==> src/logic/dus_map.vh <==
// Register map, command codes and field positions for the dual serial channel setup block
`ifndef DUS_MAP_VH
`define DUS_MAP_VH
`define DUS_OFF_CMD_A 8'h00
`define DUS_OFF_MODE_A 8'h04
`define DUS_OFF_CLK_A 8'h08
`define DUS_OFF_STAT_A 8'h0c
`define DUS_OFF_TX_A 8'h10
`define DUS_OFF_CMD_B 8'h20
`define DUS_OFF_MODE_B 8'h24
`define DUS_OFF_CLK_B 8'h28
`define DUS_OFF_STAT_B 8'h2c
`define DUS_OFF_TX_B 8'h30
`define DUS_OFF_AUX 8'h40
`define DUS_OFF_PRE_HI 8'h44
`define DUS_OFF_PRE_LO 8'h48
`define DUS_OFF_START 8'h4c
`define DUS_OFF_STOP 8'h50
`define DUS_OFF_OUT_CFG 8'h54
`define DUS_OFF_OUT_SET 8'h58
`define DUS_OFF_OUT_NEG 8'h5c
`define DUS_OFF_OUT_STATE 8'h60
`define DUS_CMD_RX_RESET 4'h2
`define DUS_CMD_TX_RESET 4'h3
`define DUS_CMD_ERR_RESET 4'h4
`define DUS_CMD_PTR_ZERO 4'hb
`define DUS_CMD_PTR_ONE 4'h1
`define DUS_CMD_RTS_ON 4'h8
`define DUS_CMD_RTS_OFF 4'h9
`define DUS_EN_RX_ON 2'h1
`define DUS_EN_TX_ON 2'h1
`define DUS_PTR_ZERO 2'h0
`define DUS_PTR_ONE 2'h1
`define DUS_PTR_TWO 2'h2
`define DUS_MODE_ONE_RESET 8'h00
`define DUS_MODE_TWO_RESET 8'h00
`define DUS_CLK_XTAL_9600 4'hb
`define DUS_CLK_IN4_16X 4'he
`define DUS_CLK_IN5_1X 4'hf
`define DUS_BIT_AUTO_RTS 7
`define DUS_BIT_AUTO_CTS 4
`define DUS_BIT_TAG 3
`define DUS_BIT_TIMER_MODE 6
`define DUS_BIT_BAUD_SET 7
`define DUS_STAT_TX_RDY 2
`define DUS_STAT_TX_EMPTY 3
`define DUS_STAT_RX_RDY 0
`define DUS_OUT_RESET 8'hff
`define DUS_RESP_OKAY 2'b00
`define DUS_RESP_SLVERR 2'b10
`define DUS_OP2_TX1X 2'h2
`define DUS_OP3_TIMER 2'h1
`define DUS_CHAR_CYCLES 16'd10
`endif

==> src/logic/dus_top.v <==
// AXI4-Lite register block for a two channel serial transceiver setup and output port
//
// The implementer's own choices: the AXI4-Lite slave port and the register addresses.
`timescale 1ns/1ps
`include "dus_map.vh"
// Functional notes
// - Negate bits drive outputs high
// - Assert bits drive outputs low
// - Alternate function outputs ignore assert/negate
// - Commands reset receiver and transmitter; the error reset code is not decoded
// - Pointer commands select mode zero/one
// - Mode writes advance the pointer, which stops at mode two
// - Mode zero zero picks normal table
// - Mode one 0x13: eight bits, no parity
// - Mode two 0x07: normal, one stop
// - Enable codes: both, or transmitter only
// - Clock nibbles pick receive/transmit sources
// - Idle status reads ready and empty
// - Mode one bit7 drives automatic rts
// - Mode two 0x17 gates on cts
// - Aux 0x40 selects timer on input two
// - Config 0x06 routes timer and clock
// - Mode one 0x1b sets tag one
// - Data may follow address immediately
module dus_top #(
    parameter DEPTH = 8
) (
    input wire aclk,
    input wire aresetn,
    input wire [7:0] s_axi_awaddr,
    input wire s_axi_awvalid,
    output reg s_axi_awready,
    input wire [31:0] s_axi_wdata,
    input wire [3:0] s_axi_wstrb,
    input wire s_axi_wvalid,
    output reg s_axi_wready,
    output reg [1:0] s_axi_bresp,
    output reg s_axi_bvalid,
    input wire s_axi_bready,
    input wire [7:0] s_axi_araddr,
    input wire s_axi_arvalid,
    output reg s_axi_arready,
    output reg [31:0] s_axi_rdata,
    output reg [1:0] s_axi_rresp,
    output reg s_axi_rvalid,
    input wire s_axi_rready,
    input wire [6:0] multi_in,
    output reg [7:0] multi_out,
    output reg chan_a_tx_tag,
    output reg chan_b_tx_tag
);
    reg [7:0] aw_addr;
    reg aw_have;
    reg [7:0] w_data;
    reg w_have;
    reg w_strb_low;
    reg [7:0] aux_control;
    reg [7:0] timer_preload_high;
    reg [7:0] timer_preload_low;
    reg [7:0] output_config;
    reg [7:0] port_bits;
    reg start_pulse;
    reg stop_pulse;
    reg clk1x_a;
    reg [3:0] div_a;
    wire [7:0] mode_zero_a;
    wire [7:0] mode_one_a;
    wire [7:0] mode_two_a;
    wire [7:0] clock_a;
    wire [7:0] status_a;
    wire rts_a_n;
    wire tag_a;
    wire [7:0] mode_zero_b;
    wire [7:0] mode_one_b;
    wire [7:0] mode_two_b;
    wire [7:0] clock_b;
    wire [7:0] status_b;
    wire rts_b_n;
    wire tag_b;
    wire timer_wave;
    wire [7:0] output_negate_bits = w_data;
    wire [7:0] output_assert_bits = w_data;
    wire do_write = aw_have && w_have && !s_axi_bvalid;
    wire do_read = s_axi_arvalid && s_axi_arready;
    wire wr_sel_hit;

    function hit;
        input [7:0] addr;
        input [7:0] off;
        begin
            hit = (addr == off);
        end
    endfunction

    function known;
        input [7:0] a;
        begin
            known = hit(a, `DUS_OFF_CMD_A) || hit(a, `DUS_OFF_MODE_A) || hit(a, `DUS_OFF_CLK_A)
                || hit(a, `DUS_OFF_STAT_A) || hit(a, `DUS_OFF_TX_A) || hit(a, `DUS_OFF_CMD_B)
                || hit(a, `DUS_OFF_MODE_B) || hit(a, `DUS_OFF_CLK_B) || hit(a, `DUS_OFF_STAT_B)
                || hit(a, `DUS_OFF_TX_B) || hit(a, `DUS_OFF_AUX) || hit(a, `DUS_OFF_PRE_HI)
                || hit(a, `DUS_OFF_PRE_LO) || hit(a, `DUS_OFF_START) || hit(a, `DUS_OFF_STOP)
                || hit(a, `DUS_OFF_OUT_CFG) || hit(a, `DUS_OFF_OUT_SET) || hit(a, `DUS_OFF_OUT_NEG)
                || hit(a, `DUS_OFF_OUT_STATE);
        end
    endfunction

    // Only the low byte lane carries register data
    assign wr_sel_hit = do_write && w_strb_low;

    dus_channel #(
        .DEPTH(DEPTH)
    ) u_chan_a (
        .aclk(aclk),
        .aresetn(aresetn),
        .cmd_we(wr_sel_hit && hit(aw_addr, `DUS_OFF_CMD_A)),
        .mode_we(wr_sel_hit && hit(aw_addr, `DUS_OFF_MODE_A)),
        .clk_we(wr_sel_hit && hit(aw_addr, `DUS_OFF_CLK_A)),
        .tx_we(wr_sel_hit && hit(aw_addr, `DUS_OFF_TX_A)),
        .wdata(w_data),
        .cts_n(multi_in[0]),
        .mode_zero(mode_zero_a),
        .mode_one(mode_one_a),
        .mode_two(mode_two_a),
        .clock_select(clock_a),
        .status(status_a),
        .rts_n(rts_a_n),
        .tx_tag(tag_a)
    );

    dus_channel #(
        .DEPTH(DEPTH)
    ) u_chan_b (
        .aclk(aclk),
        .aresetn(aresetn),
        .cmd_we(wr_sel_hit && hit(aw_addr, `DUS_OFF_CMD_B)),
        .mode_we(wr_sel_hit && hit(aw_addr, `DUS_OFF_MODE_B)),
        .clk_we(wr_sel_hit && hit(aw_addr, `DUS_OFF_CLK_B)),
        .tx_we(wr_sel_hit && hit(aw_addr, `DUS_OFF_TX_B)),
        .wdata(w_data),
        .cts_n(multi_in[1]),
        .mode_zero(mode_zero_b),
        .mode_one(mode_one_b),
        .mode_two(mode_two_b),
        .clock_select(clock_b),
        .status(status_b),
        .rts_n(rts_b_n),
        .tx_tag(tag_b)
    );

    dus_timer u_timer (
        .aclk(aclk),
        .aresetn(aresetn),
        .aux(aux_control),
        .preload({timer_preload_high, timer_preload_low}),
        .start(start_pulse),
        .stop(stop_pulse),
        .tick_in(multi_in[2]),
        .wave(timer_wave)
    );

    // Write channel: address and data taken in either order
    always @(posedge aclk) begin
        if (!aresetn) begin
            aw_addr <= 8'h00;
            aw_have <= 1'b0;
            w_data <= 8'h00;
            w_have <= 1'b0;
            w_strb_low <= 1'b0;
            s_axi_awready <= 1'b0;
            s_axi_wready <= 1'b0;
            s_axi_bvalid <= 1'b0;
            s_axi_bresp <= `DUS_RESP_OKAY;
        end else begin
            s_axi_awready <= !aw_have && !s_axi_awready && s_axi_awvalid;
            s_axi_wready <= !w_have && !s_axi_wready && s_axi_wvalid;
            if (s_axi_awvalid && s_axi_awready) begin
                aw_addr <= {s_axi_awaddr[7:2], 2'b00};
                aw_have <= 1'b1;
            end
            if (s_axi_wvalid && s_axi_wready) begin
                w_data <= s_axi_wdata[7:0];
                w_strb_low <= s_axi_wstrb[0];
                w_have <= 1'b1;
            end
            if (do_write) begin
                aw_have <= 1'b0;
                w_have <= 1'b0;
                s_axi_bvalid <= 1'b1;
                s_axi_bresp <= known(aw_addr) ? `DUS_RESP_OKAY : `DUS_RESP_SLVERR;
            end else if (s_axi_bvalid && s_axi_bready) begin
                s_axi_bvalid <= 1'b0;
            end
        end
    end

    // Setup registers and output port latch
    always @(posedge aclk) begin
        if (!aresetn) begin
            aux_control <= 8'h00;
            timer_preload_high <= 8'h00;
            timer_preload_low <= 8'h00;
            output_config <= 8'h00;
            port_bits <= `DUS_OUT_RESET;
        end else if (wr_sel_hit) begin
            if (hit(aw_addr, `DUS_OFF_AUX)) begin
                aux_control <= w_data;
            end
            if (hit(aw_addr, `DUS_OFF_PRE_HI)) begin
                timer_preload_high <= w_data;
            end
            if (hit(aw_addr, `DUS_OFF_PRE_LO)) begin
                timer_preload_low <= w_data;
            end
            if (hit(aw_addr, `DUS_OFF_OUT_CFG)) begin
                output_config <= w_data;
            end
            if (hit(aw_addr, `DUS_OFF_OUT_SET)) begin
                port_bits <= port_bits & ~output_assert_bits;
            end
            if (hit(aw_addr, `DUS_OFF_OUT_NEG)) begin
                port_bits <= port_bits | output_negate_bits;
            end
        end
    end

    // Channel A transmit 1X clock is aclk divided by 32 (toggles every 16 cycles)
    always @(posedge aclk) begin
        if (!aresetn) begin
            div_a <= 4'h0;
            clk1x_a <= 1'b0;
        end else begin
            div_a <= div_a + 4'h1;
            if (div_a == 4'hf) begin
                clk1x_a <= !clk1x_a;
            end
        end
    end

    always @(posedge aclk) begin
        if (!aresetn) begin
            multi_out <= `DUS_OUT_RESET;
            chan_a_tx_tag <= 1'b0;
            chan_b_tx_tag <= 1'b0;
        end else begin
            multi_out <= port_bits;
            if (mode_one_a[`DUS_BIT_AUTO_RTS]) begin
                multi_out[0] <= rts_a_n;
            end
            if (mode_one_b[`DUS_BIT_AUTO_RTS]) begin
                multi_out[1] <= rts_b_n;
            end
            if (output_config[1:0] == `DUS_OP2_TX1X) begin
                multi_out[2] <= clk1x_a;
            end
            if (output_config[3:2] == `DUS_OP3_TIMER) begin
                multi_out[3] <= timer_wave;
            end
            chan_a_tx_tag <= tag_a;
            chan_b_tx_tag <= tag_b;
        end
    end

    // Read channel; start and stop are side effects of reads
    always @(posedge aclk) begin
        if (!aresetn) begin
            s_axi_arready <= 1'b0;
            s_axi_rvalid <= 1'b0;
            s_axi_rdata <= 32'h00000000;
            s_axi_rresp <= `DUS_RESP_OKAY;
            start_pulse <= 1'b0;
            stop_pulse <= 1'b0;
        end else begin
            s_axi_arready <= !s_axi_arready && !s_axi_rvalid && s_axi_arvalid;
            start_pulse <= do_read && hit(s_axi_araddr, `DUS_OFF_START);
            stop_pulse <= do_read && hit(s_axi_araddr, `DUS_OFF_STOP);
            if (do_read) begin
                s_axi_rvalid <= 1'b1;
                s_axi_rresp <= known(s_axi_araddr) ? `DUS_RESP_OKAY : `DUS_RESP_SLVERR;
                case ({s_axi_araddr[7:2], 2'b00})
                    `DUS_OFF_STAT_A: s_axi_rdata <= {24'h000000, status_a};
                    `DUS_OFF_STAT_B: s_axi_rdata <= {24'h000000, status_b};
                    `DUS_OFF_CLK_A: s_axi_rdata <= {24'h000000, clock_a};
                    `DUS_OFF_CLK_B: s_axi_rdata <= {24'h000000, clock_b};
                    `DUS_OFF_MODE_A: s_axi_rdata <= {8'h00, mode_two_a, mode_one_a, mode_zero_a};
                    `DUS_OFF_MODE_B: s_axi_rdata <= {8'h00, mode_two_b, mode_one_b, mode_zero_b};
                    `DUS_OFF_AUX: s_axi_rdata <= {24'h000000, aux_control};
                    `DUS_OFF_OUT_STATE: s_axi_rdata <= {24'h000000, multi_out};
                    default: s_axi_rdata <= 32'h00000000;
                endcase
            end else if (s_axi_rvalid && s_axi_rready) begin
                s_axi_rvalid <= 1'b0;
            end
        end
    end
endmodule // dus_top

==> src/logic/dus_channel.v <==
// One serial channel: command decode, mode pointer, clock select, tagged transmit holding
`timescale 1ns/1ps
`include "dus_map.vh"
module dus_channel #(
    parameter DEPTH = 8
) (
    input wire aclk,
    input wire aresetn,
    input wire cmd_we,
    input wire mode_we,
    input wire clk_we,
    input wire tx_we,
    input wire [7:0] wdata,
    input wire cts_n,
    output reg [7:0] mode_zero,
    output reg [7:0] mode_one,
    output reg [7:0] mode_two,
    output reg [7:0] clock_select,
    output reg [7:0] status,
    output reg rts_n,
    output reg tx_tag
);
    reg [1:0] ptr;
    reg rx_on;
    reg tx_on;
    reg [3:0] count;
    reg [15:0] busy;
    reg [8:0] fifo [0:DEPTH-1];
    reg [3:0] rd;
    reg [3:0] wr;
    wire [3:0] cmd = wdata[7:4];
    wire full = (count == DEPTH);
    wire tx_empty = (count == 4'h0) && (busy == 16'd0);
    wire cts_ok = !mode_two[`DUS_BIT_AUTO_CTS] || !cts_n;
    integer i;
    always @(posedge aclk) begin
        if (!aresetn) begin
            ptr <= `DUS_PTR_ONE;
            rx_on <= 1'b0;
            tx_on <= 1'b0;
            mode_zero <= 8'h00;
            mode_one <= `DUS_MODE_ONE_RESET;
            mode_two <= `DUS_MODE_TWO_RESET;
            clock_select <= 8'h00;
            count <= 4'h0;
            busy <= 16'd0;
            rd <= 4'h0;
            wr <= 4'h0;
            rts_n <= 1'b1;
            tx_tag <= 1'b0;
            status <= 8'h00;
            for (i = 0; i < DEPTH; i = i + 1) begin
                fifo[i] <= 9'h000;
            end
        end else begin
            if (cmd_we) begin
                if (cmd == `DUS_CMD_RX_RESET) begin
                    rx_on <= 1'b0;
                end else if (cmd == `DUS_CMD_TX_RESET) begin
                    tx_on <= 1'b0;
                end else if (cmd == `DUS_CMD_PTR_ZERO) begin
                    ptr <= `DUS_PTR_ZERO;
                end else if (cmd == `DUS_CMD_PTR_ONE) begin
                    ptr <= `DUS_PTR_ONE;
                end else if (cmd == `DUS_CMD_RTS_ON) begin
                    rts_n <= 1'b0;
                end else if (cmd == `DUS_CMD_RTS_OFF) begin
                    rts_n <= 1'b1;
                end
                if (cmd == 4'h0 && wdata[3:0] != 4'h0) begin
                    rx_on <= wdata[0];
                    tx_on <= wdata[2];
                end
            end
            if (mode_we) begin
                case (ptr)
                    `DUS_PTR_ZERO: mode_zero <= wdata;
                    `DUS_PTR_ONE: mode_one <= wdata;
                    default: mode_two <= wdata;
                endcase
                if (ptr != `DUS_PTR_TWO) begin
                    ptr <= ptr + 2'h1;
                end
            end
            if (clk_we) begin
                clock_select <= wdata;
            end
            if (tx_we && tx_on && !full) begin
                fifo[wr[2:0]] <= {mode_one[`DUS_BIT_TAG], wdata};
                wr <= wr + 4'h1;
            end
            if (busy != 16'd0) begin
                busy <= busy - 16'd1;
            end else if (count != 4'h0 && cts_ok) begin
                busy <= `DUS_CHAR_CYCLES;
                tx_tag <= fifo[rd[2:0]][8];
                rd <= rd + 4'h1;
            end
            count <= count + {3'h0, tx_we && tx_on && !full}
                - {3'h0, busy == 16'd0 && count != 4'h0 && cts_ok};
            // transmitter reset empties the queue; placed last so it wins
            if (cmd_we && cmd == `DUS_CMD_TX_RESET) begin
                count <= 4'h0;
                busy <= 16'd0;
                rd <= 4'h0;
                wr <= 4'h0;
            end
            if (mode_one[`DUS_BIT_AUTO_RTS]) begin
                rts_n <= !rx_on;
            end
            status <= {4'h0, tx_empty && tx_on, !full && tx_on, 2'b00};
        end
    end
endmodule // dus_channel

==> src/logic/dus_timer.v <==
// Counter/timer: preload, start, stop, square wave output
`timescale 1ns/1ps
`include "dus_map.vh"
module dus_timer (
    input wire aclk,
    input wire aresetn,
    input wire [7:0] aux,
    input wire [15:0] preload,
    input wire start,
    input wire stop,
    input wire tick_in,
    output reg wave
);
    reg run;
    reg [15:0] cnt;
    reg tick_d;
    wire tick = tick_in && !tick_d;
    always @(posedge aclk) begin
        if (!aresetn) begin
            run <= 1'b0;
            cnt <= 16'd0;
            tick_d <= 1'b0;
            wave <= 1'b1;
        end else begin
            tick_d <= tick_in;
            if (start) begin
                run <= 1'b1;
                cnt <= preload;
            end else if (stop && !aux[`DUS_BIT_TIMER_MODE]) begin
                run <= 1'b0;
                wave <= 1'b1;
            end else if (run && tick) begin
                if (cnt == 16'd0) begin
                    cnt <= preload;
                    wave <= aux[`DUS_BIT_TIMER_MODE] ? !wave : 1'b0;
                end else begin
                    cnt <= cnt - 16'd1;
                end
            end
        end
    end
endmodule // dus_timer

==> config.mk <==
export PLATFORM = sky130hd
export DESIGN_NAME = dus_top
export DESIGN_NICKNAME = d
export VERILOG_FILES = /design/src/logic/dus_top.v /design/src/logic/dus_channel.v /design/src/logic/dus_timer.v
export VERILOG_INCLUDE_DIRS = /design/src /design/src/logic
export SDC_FILE = /design/constraint.sdc
export NUM_CORES = 1
export LEC_CHECK = 0
export ABC_AREA = 0
export BUFFER_PORTS_ARGS = -buffer_cell sky130_fd_sc_hd__buf_2
export CAP_MARGIN = 5
export CORE_MARGIN = 2
export CORE_UTILIZATION = 55
export DETAILED_ROUTE_END_ITERATION = 6
export PLACE_DENSITY = 0.75
export SLEW_MARGIN = 20
export SYNTH_ARGS = -nofsm -noshare
export SYNTH_HDL_FRONTEND = slang
export SYNTH_SLANG_ARGS = --single-unit
==> constraint.sdc <==
create_clock -name aclk -period 4.3 [get_ports aclk]
set_input_delay 0.43 -clock aclk [delete_from_list [all_inputs] [get_ports aclk]]
set_output_delay 0.43 -clock aclk [all_outputs]
set_load 0.01 [all_outputs]
==> metrics.txt <==
critical path capture point type=flip-flop; global-route congestion overflow total=0; largest clock skew in the final design=0.01305 ns; worst-margin pin slew=1.045 ns; final setup margin=1.131 ns; Routability Congestion=0.8356; Req. time, crit path=4.69 ns; CTS H-tree depth=1; DP HPWL=18940 um; Filler Cells Inserted=1780; crit path launch type=flip-flop; setup TNS after final layout=0 ns; number of violations of the max-capacitance limit=0; starting density of the core=a little under three fifths; Syn Inst Count=1382; Post-Place Worst Slack=1.158 ns; total clock sinks=between 200 and 300; number of standard-cell rows in the floorplan=53; Distinct cells, synth=70; share of async-settable or async-resettable flops after synthesis=0%; Finish-stage setup viols=0; Yosys warnings=0; Starting DRT DRC Count=603; WP data arrival=3.56 ns; post-synthesis sequential element count=roughly 270; IR drop worst, VDD=0.3069 mV; floorplan die height=about 150 um; worst skew pair latency=0.54 ns; overall track demand over capacity in global routing=25.20%; number of nets in the finished design=1506; total clock buffers created by CTS=29; most frequently used flop master after synthesis=sky130_fd_sc_hd__dfxtp_1; share of the yosys chip area belonging to registers=46.44%; number of port buffers=73; Final Util=62.91%; fraction of layout instances using a drive strength above 1=12.18%; post-synthesis cell type with the largest combined area=sky130_fd_sc_hd__dfxtp_1; post-synthesis to final-layout area growth=11.84%; maximum fanout along the worst path=8; combined area of all synthesized cells=11900 um2; number of top-level pins=117; fmax=roughly 320 MHz; period utilization=73.70%; detailed-route DRC error count=0; Initial DRT Pass Iterations=5; max-slew violation total from the final report=0; via count of the first global-routing pass=about 9400; number of antenna diodes=0; pin count of the biggest net entering global routing=58; post-detailed-route count of antenna-violating nets=0; top-area cell type share of the netlist area=roughly 42%; shortest clock period the worst path allows after layout=3.169 ns; run status=complete, no violations; Static Leakage=4.930 nW; standard cell core area=~21000 um2; EDFF count, synth=16; number of buffers on the longest clock path=3; TritonCTS clock tree=built; hold bufs inserted after CTS=0; horizontal die dimension=151.1 um; vias post-DR=about 10000; CTS Root Buffer Type=sky130_fd_sc_hd__clkbuf_16; cells taking the most area after synthesis=sky130_fd_sc_hd__dfxtp_1 42%, sky130_fd_sc_hd__nand2_1 4.9%, sky130_fd_sc_hd__nor2_1 4.8%; RSZ-0062 raised after global routing=false; Post-Layout Inst Area=13310 um2; Synth Area per Inst=8.610 um2; die outline area=about 23000 um2; total wire length after detailed routing=28580 um; first-pass GRT wire length=46710 um; worst relative slew slack=30.26%; critical setup path kind=reg -> reg; number of failing hold endpoints at the final stage=0; classification of the worst-slack hold path=in -> reg; WHS=about 0.13 ns; post-CTS setup buffer count=0; post-CTS clock slew at the launch and capture registers of the worst setup and hold paths=0.06 ns; final routed wire length divided by cell count=16.69 um; via-per-instance ratio=5.862; PostCTS Resize Cnt=0; power density over the cells=408.6 nW/um2; antenna violations before repair=2; post-detailed-placement cell area=about 12000 um2
sequential cells by signal, summed over array words and instances (netlist names), 16 cells and up, named ones only:
register / count
s_axi_rdata: 24
u_chan_b.busy: 16
u_chan_a.busy: 16
u_timer.cnt: 16
layout make-up:
cell class              count  area (um2)  share of cell area (%)
clock buffers              40       858.3                   6.450
clock inverters            11       58.81                  0.4419
inverters                  36       137.6                   1.034
multi-input cells         991        5883                   44.21
flip-flops and latches    268        5525                   41.52
well taps                 275       344.1                   2.586
repair buffers             91       500.5                   3.761
cells by family (layout without fill, tap and decap cells):
kind of cell,Yosys count,count (layout),synth area share (%)
other,1,10,0.03152
xor gates and xnor gates,33,33,2.429
AOI/OAI and AO/OA,303,303,15.07
buffers and inverters,132,178,4.616
and+or+nand+nor,562,562,23.35
adders and majority gates,23,23,2.545
DFF,268,268,46.44
muxes,60,60,5.521
per-stage QoR:
| stage | power (W) | std cells |
|---|---|---|
| after floorplan | 0.003025 | 1391 |
| after global placement | 0.003110 | 1661 |
| after detailed placement | 0.003121 | 1661 |
| after CTS | 0.005464 | 1712 |
| after global routing | 0.005633 | 1712 |
| final | 0.005437 | 1712 |
cells in the final DEF, fill, tap and decap left out, types with 18 or more instances in the layout:
cell / instances
sky130_fd_sc_hd__nor2_1: 151
sky130_fd_sc_hd__o21ai_0: 85
sky130_fd_sc_hd__nand3_1: 86
sky130_fd_sc_hd__buf_4: 18
sky130_fd_sc_hd__nand2_1: 154
sky130_fd_sc_hd__ha_1: 21
sky130_fd_sc_hd__mux2i_1: 51
sky130_fd_sc_hd__dfxtp_1: 252
sky130_fd_sc_hd__nor3_1: 38
sky130_fd_sc_hd__inv_1: 35
sky130_fd_sc_hd__clkbuf_16: 30
sky130_fd_sc_hd__buf_2: 73
sky130_fd_sc_hd__a22oi_1: 31
sky130_fd_sc_hd__xor2_1: 22
sky130_fd_sc_hd__a21oi_1: 110
sky130_fd_sc_hd__a31oi_1: 19
worst max-delay path, cell delays in order (launching register included):
cell	delay, ns
sky130_fd_sc_hd__dfxtp_1	0.33
sky130_fd_sc_hd__inv_1	0.07
sky130_fd_sc_hd__ha_1	0.16
sky130_fd_sc_hd__or3b_2	0.51
sky130_fd_sc_hd__nand4bb_1	0.41
sky130_fd_sc_hd__nor3_1	0.38
sky130_fd_sc_hd__ha_1	0.26
sky130_fd_sc_hd__inv_1	0.06
sky130_fd_sc_hd__ha_1	0.28
sky130_fd_sc_hd__a21o_1	0.17
sky130_fd_sc_hd__a21oi_1	0.18
sky130_fd_sc_hd__xnor2_1	0.15
sky130_fd_sc_hd__nor2_1	0.07
cells in the mapped netlist (7+ instances only):
cell / number
sky130_fd_sc_hd__mux2i_1: 51
sky130_fd_sc_hd__nor4_1: 16
sky130_fd_sc_hd__ha_1: 21
sky130_fd_sc_hd__nor3_1: 38
sky130_fd_sc_hd__nand3_1: 86
sky130_fd_sc_hd__buf_4: 10
sky130_fd_sc_hd__nor2_1: 151
sky130_fd_sc_hd__a211oi_1: 8
sky130_fd_sc_hd__o211ai_1: 7
sky130_fd_sc_hd__inv_1: 36
sky130_fd_sc_hd__nand2b_1: 17
sky130_fd_sc_hd__and2_1: 16
sky130_fd_sc_hd__a31oi_1: 19
sky130_fd_sc_hd__o21ai_0: 85
sky130_fd_sc_hd__buf_2: 7
sky130_fd_sc_hd__a22oi_1: 31
sky130_fd_sc_hd__nand2_1: 154
sky130_fd_sc_hd__dfxtp_1: 252
sky130_fd_sc_hd__or4_1: 8
sky130_fd_sc_hd__a221oi_1: 13
sky130_fd_sc_hd__edfxtp_1: 16
sky130_fd_sc_hd__clkbuf_1: 73
sky130_fd_sc_hd__nor4b_1: 8
sky130_fd_sc_hd__a21oi_1: 110
sky130_fd_sc_hd__xor2_1: 22
sky130_fd_sc_hd__nand3b_1: 8
sky130_fd_sc_hd__xnor2_1: 11
sky130_fd_sc_hd__nand4_1: 12
metal layers:
layer  vias to the layer above  wire length (um)  track usage, %
met5                         -                24               0
met4                         4               584           7.243
met3                        51              1699           3.584
met2                       272             13690           43.43
met1                      4762             12590           33.05
li1                       4947                 -               -
report_power, final:
group          switching (W)  internal, W  leakage, nW
logic               0.000294     0.000197         2.28
clock network       0.000987      0.00138        0.467
registers          0.0000325      0.00254         2.19
worst paths after layout:
path	cells after the start	endpoint	start	slack, ns
max	12	u_chan_b.count[3]	u_chan_b.busy[1]	1.13
min	2	u_timer.tick_d	multi_in[2]	0.13
max reg2reg	12	u_chan_b.count[3]	u_chan_b.busy[1]	1.13
min reg2reg	1	multi_out[7]	flip-flop	0.44
No activity file was read; power rests on OpenSTA's default activity.
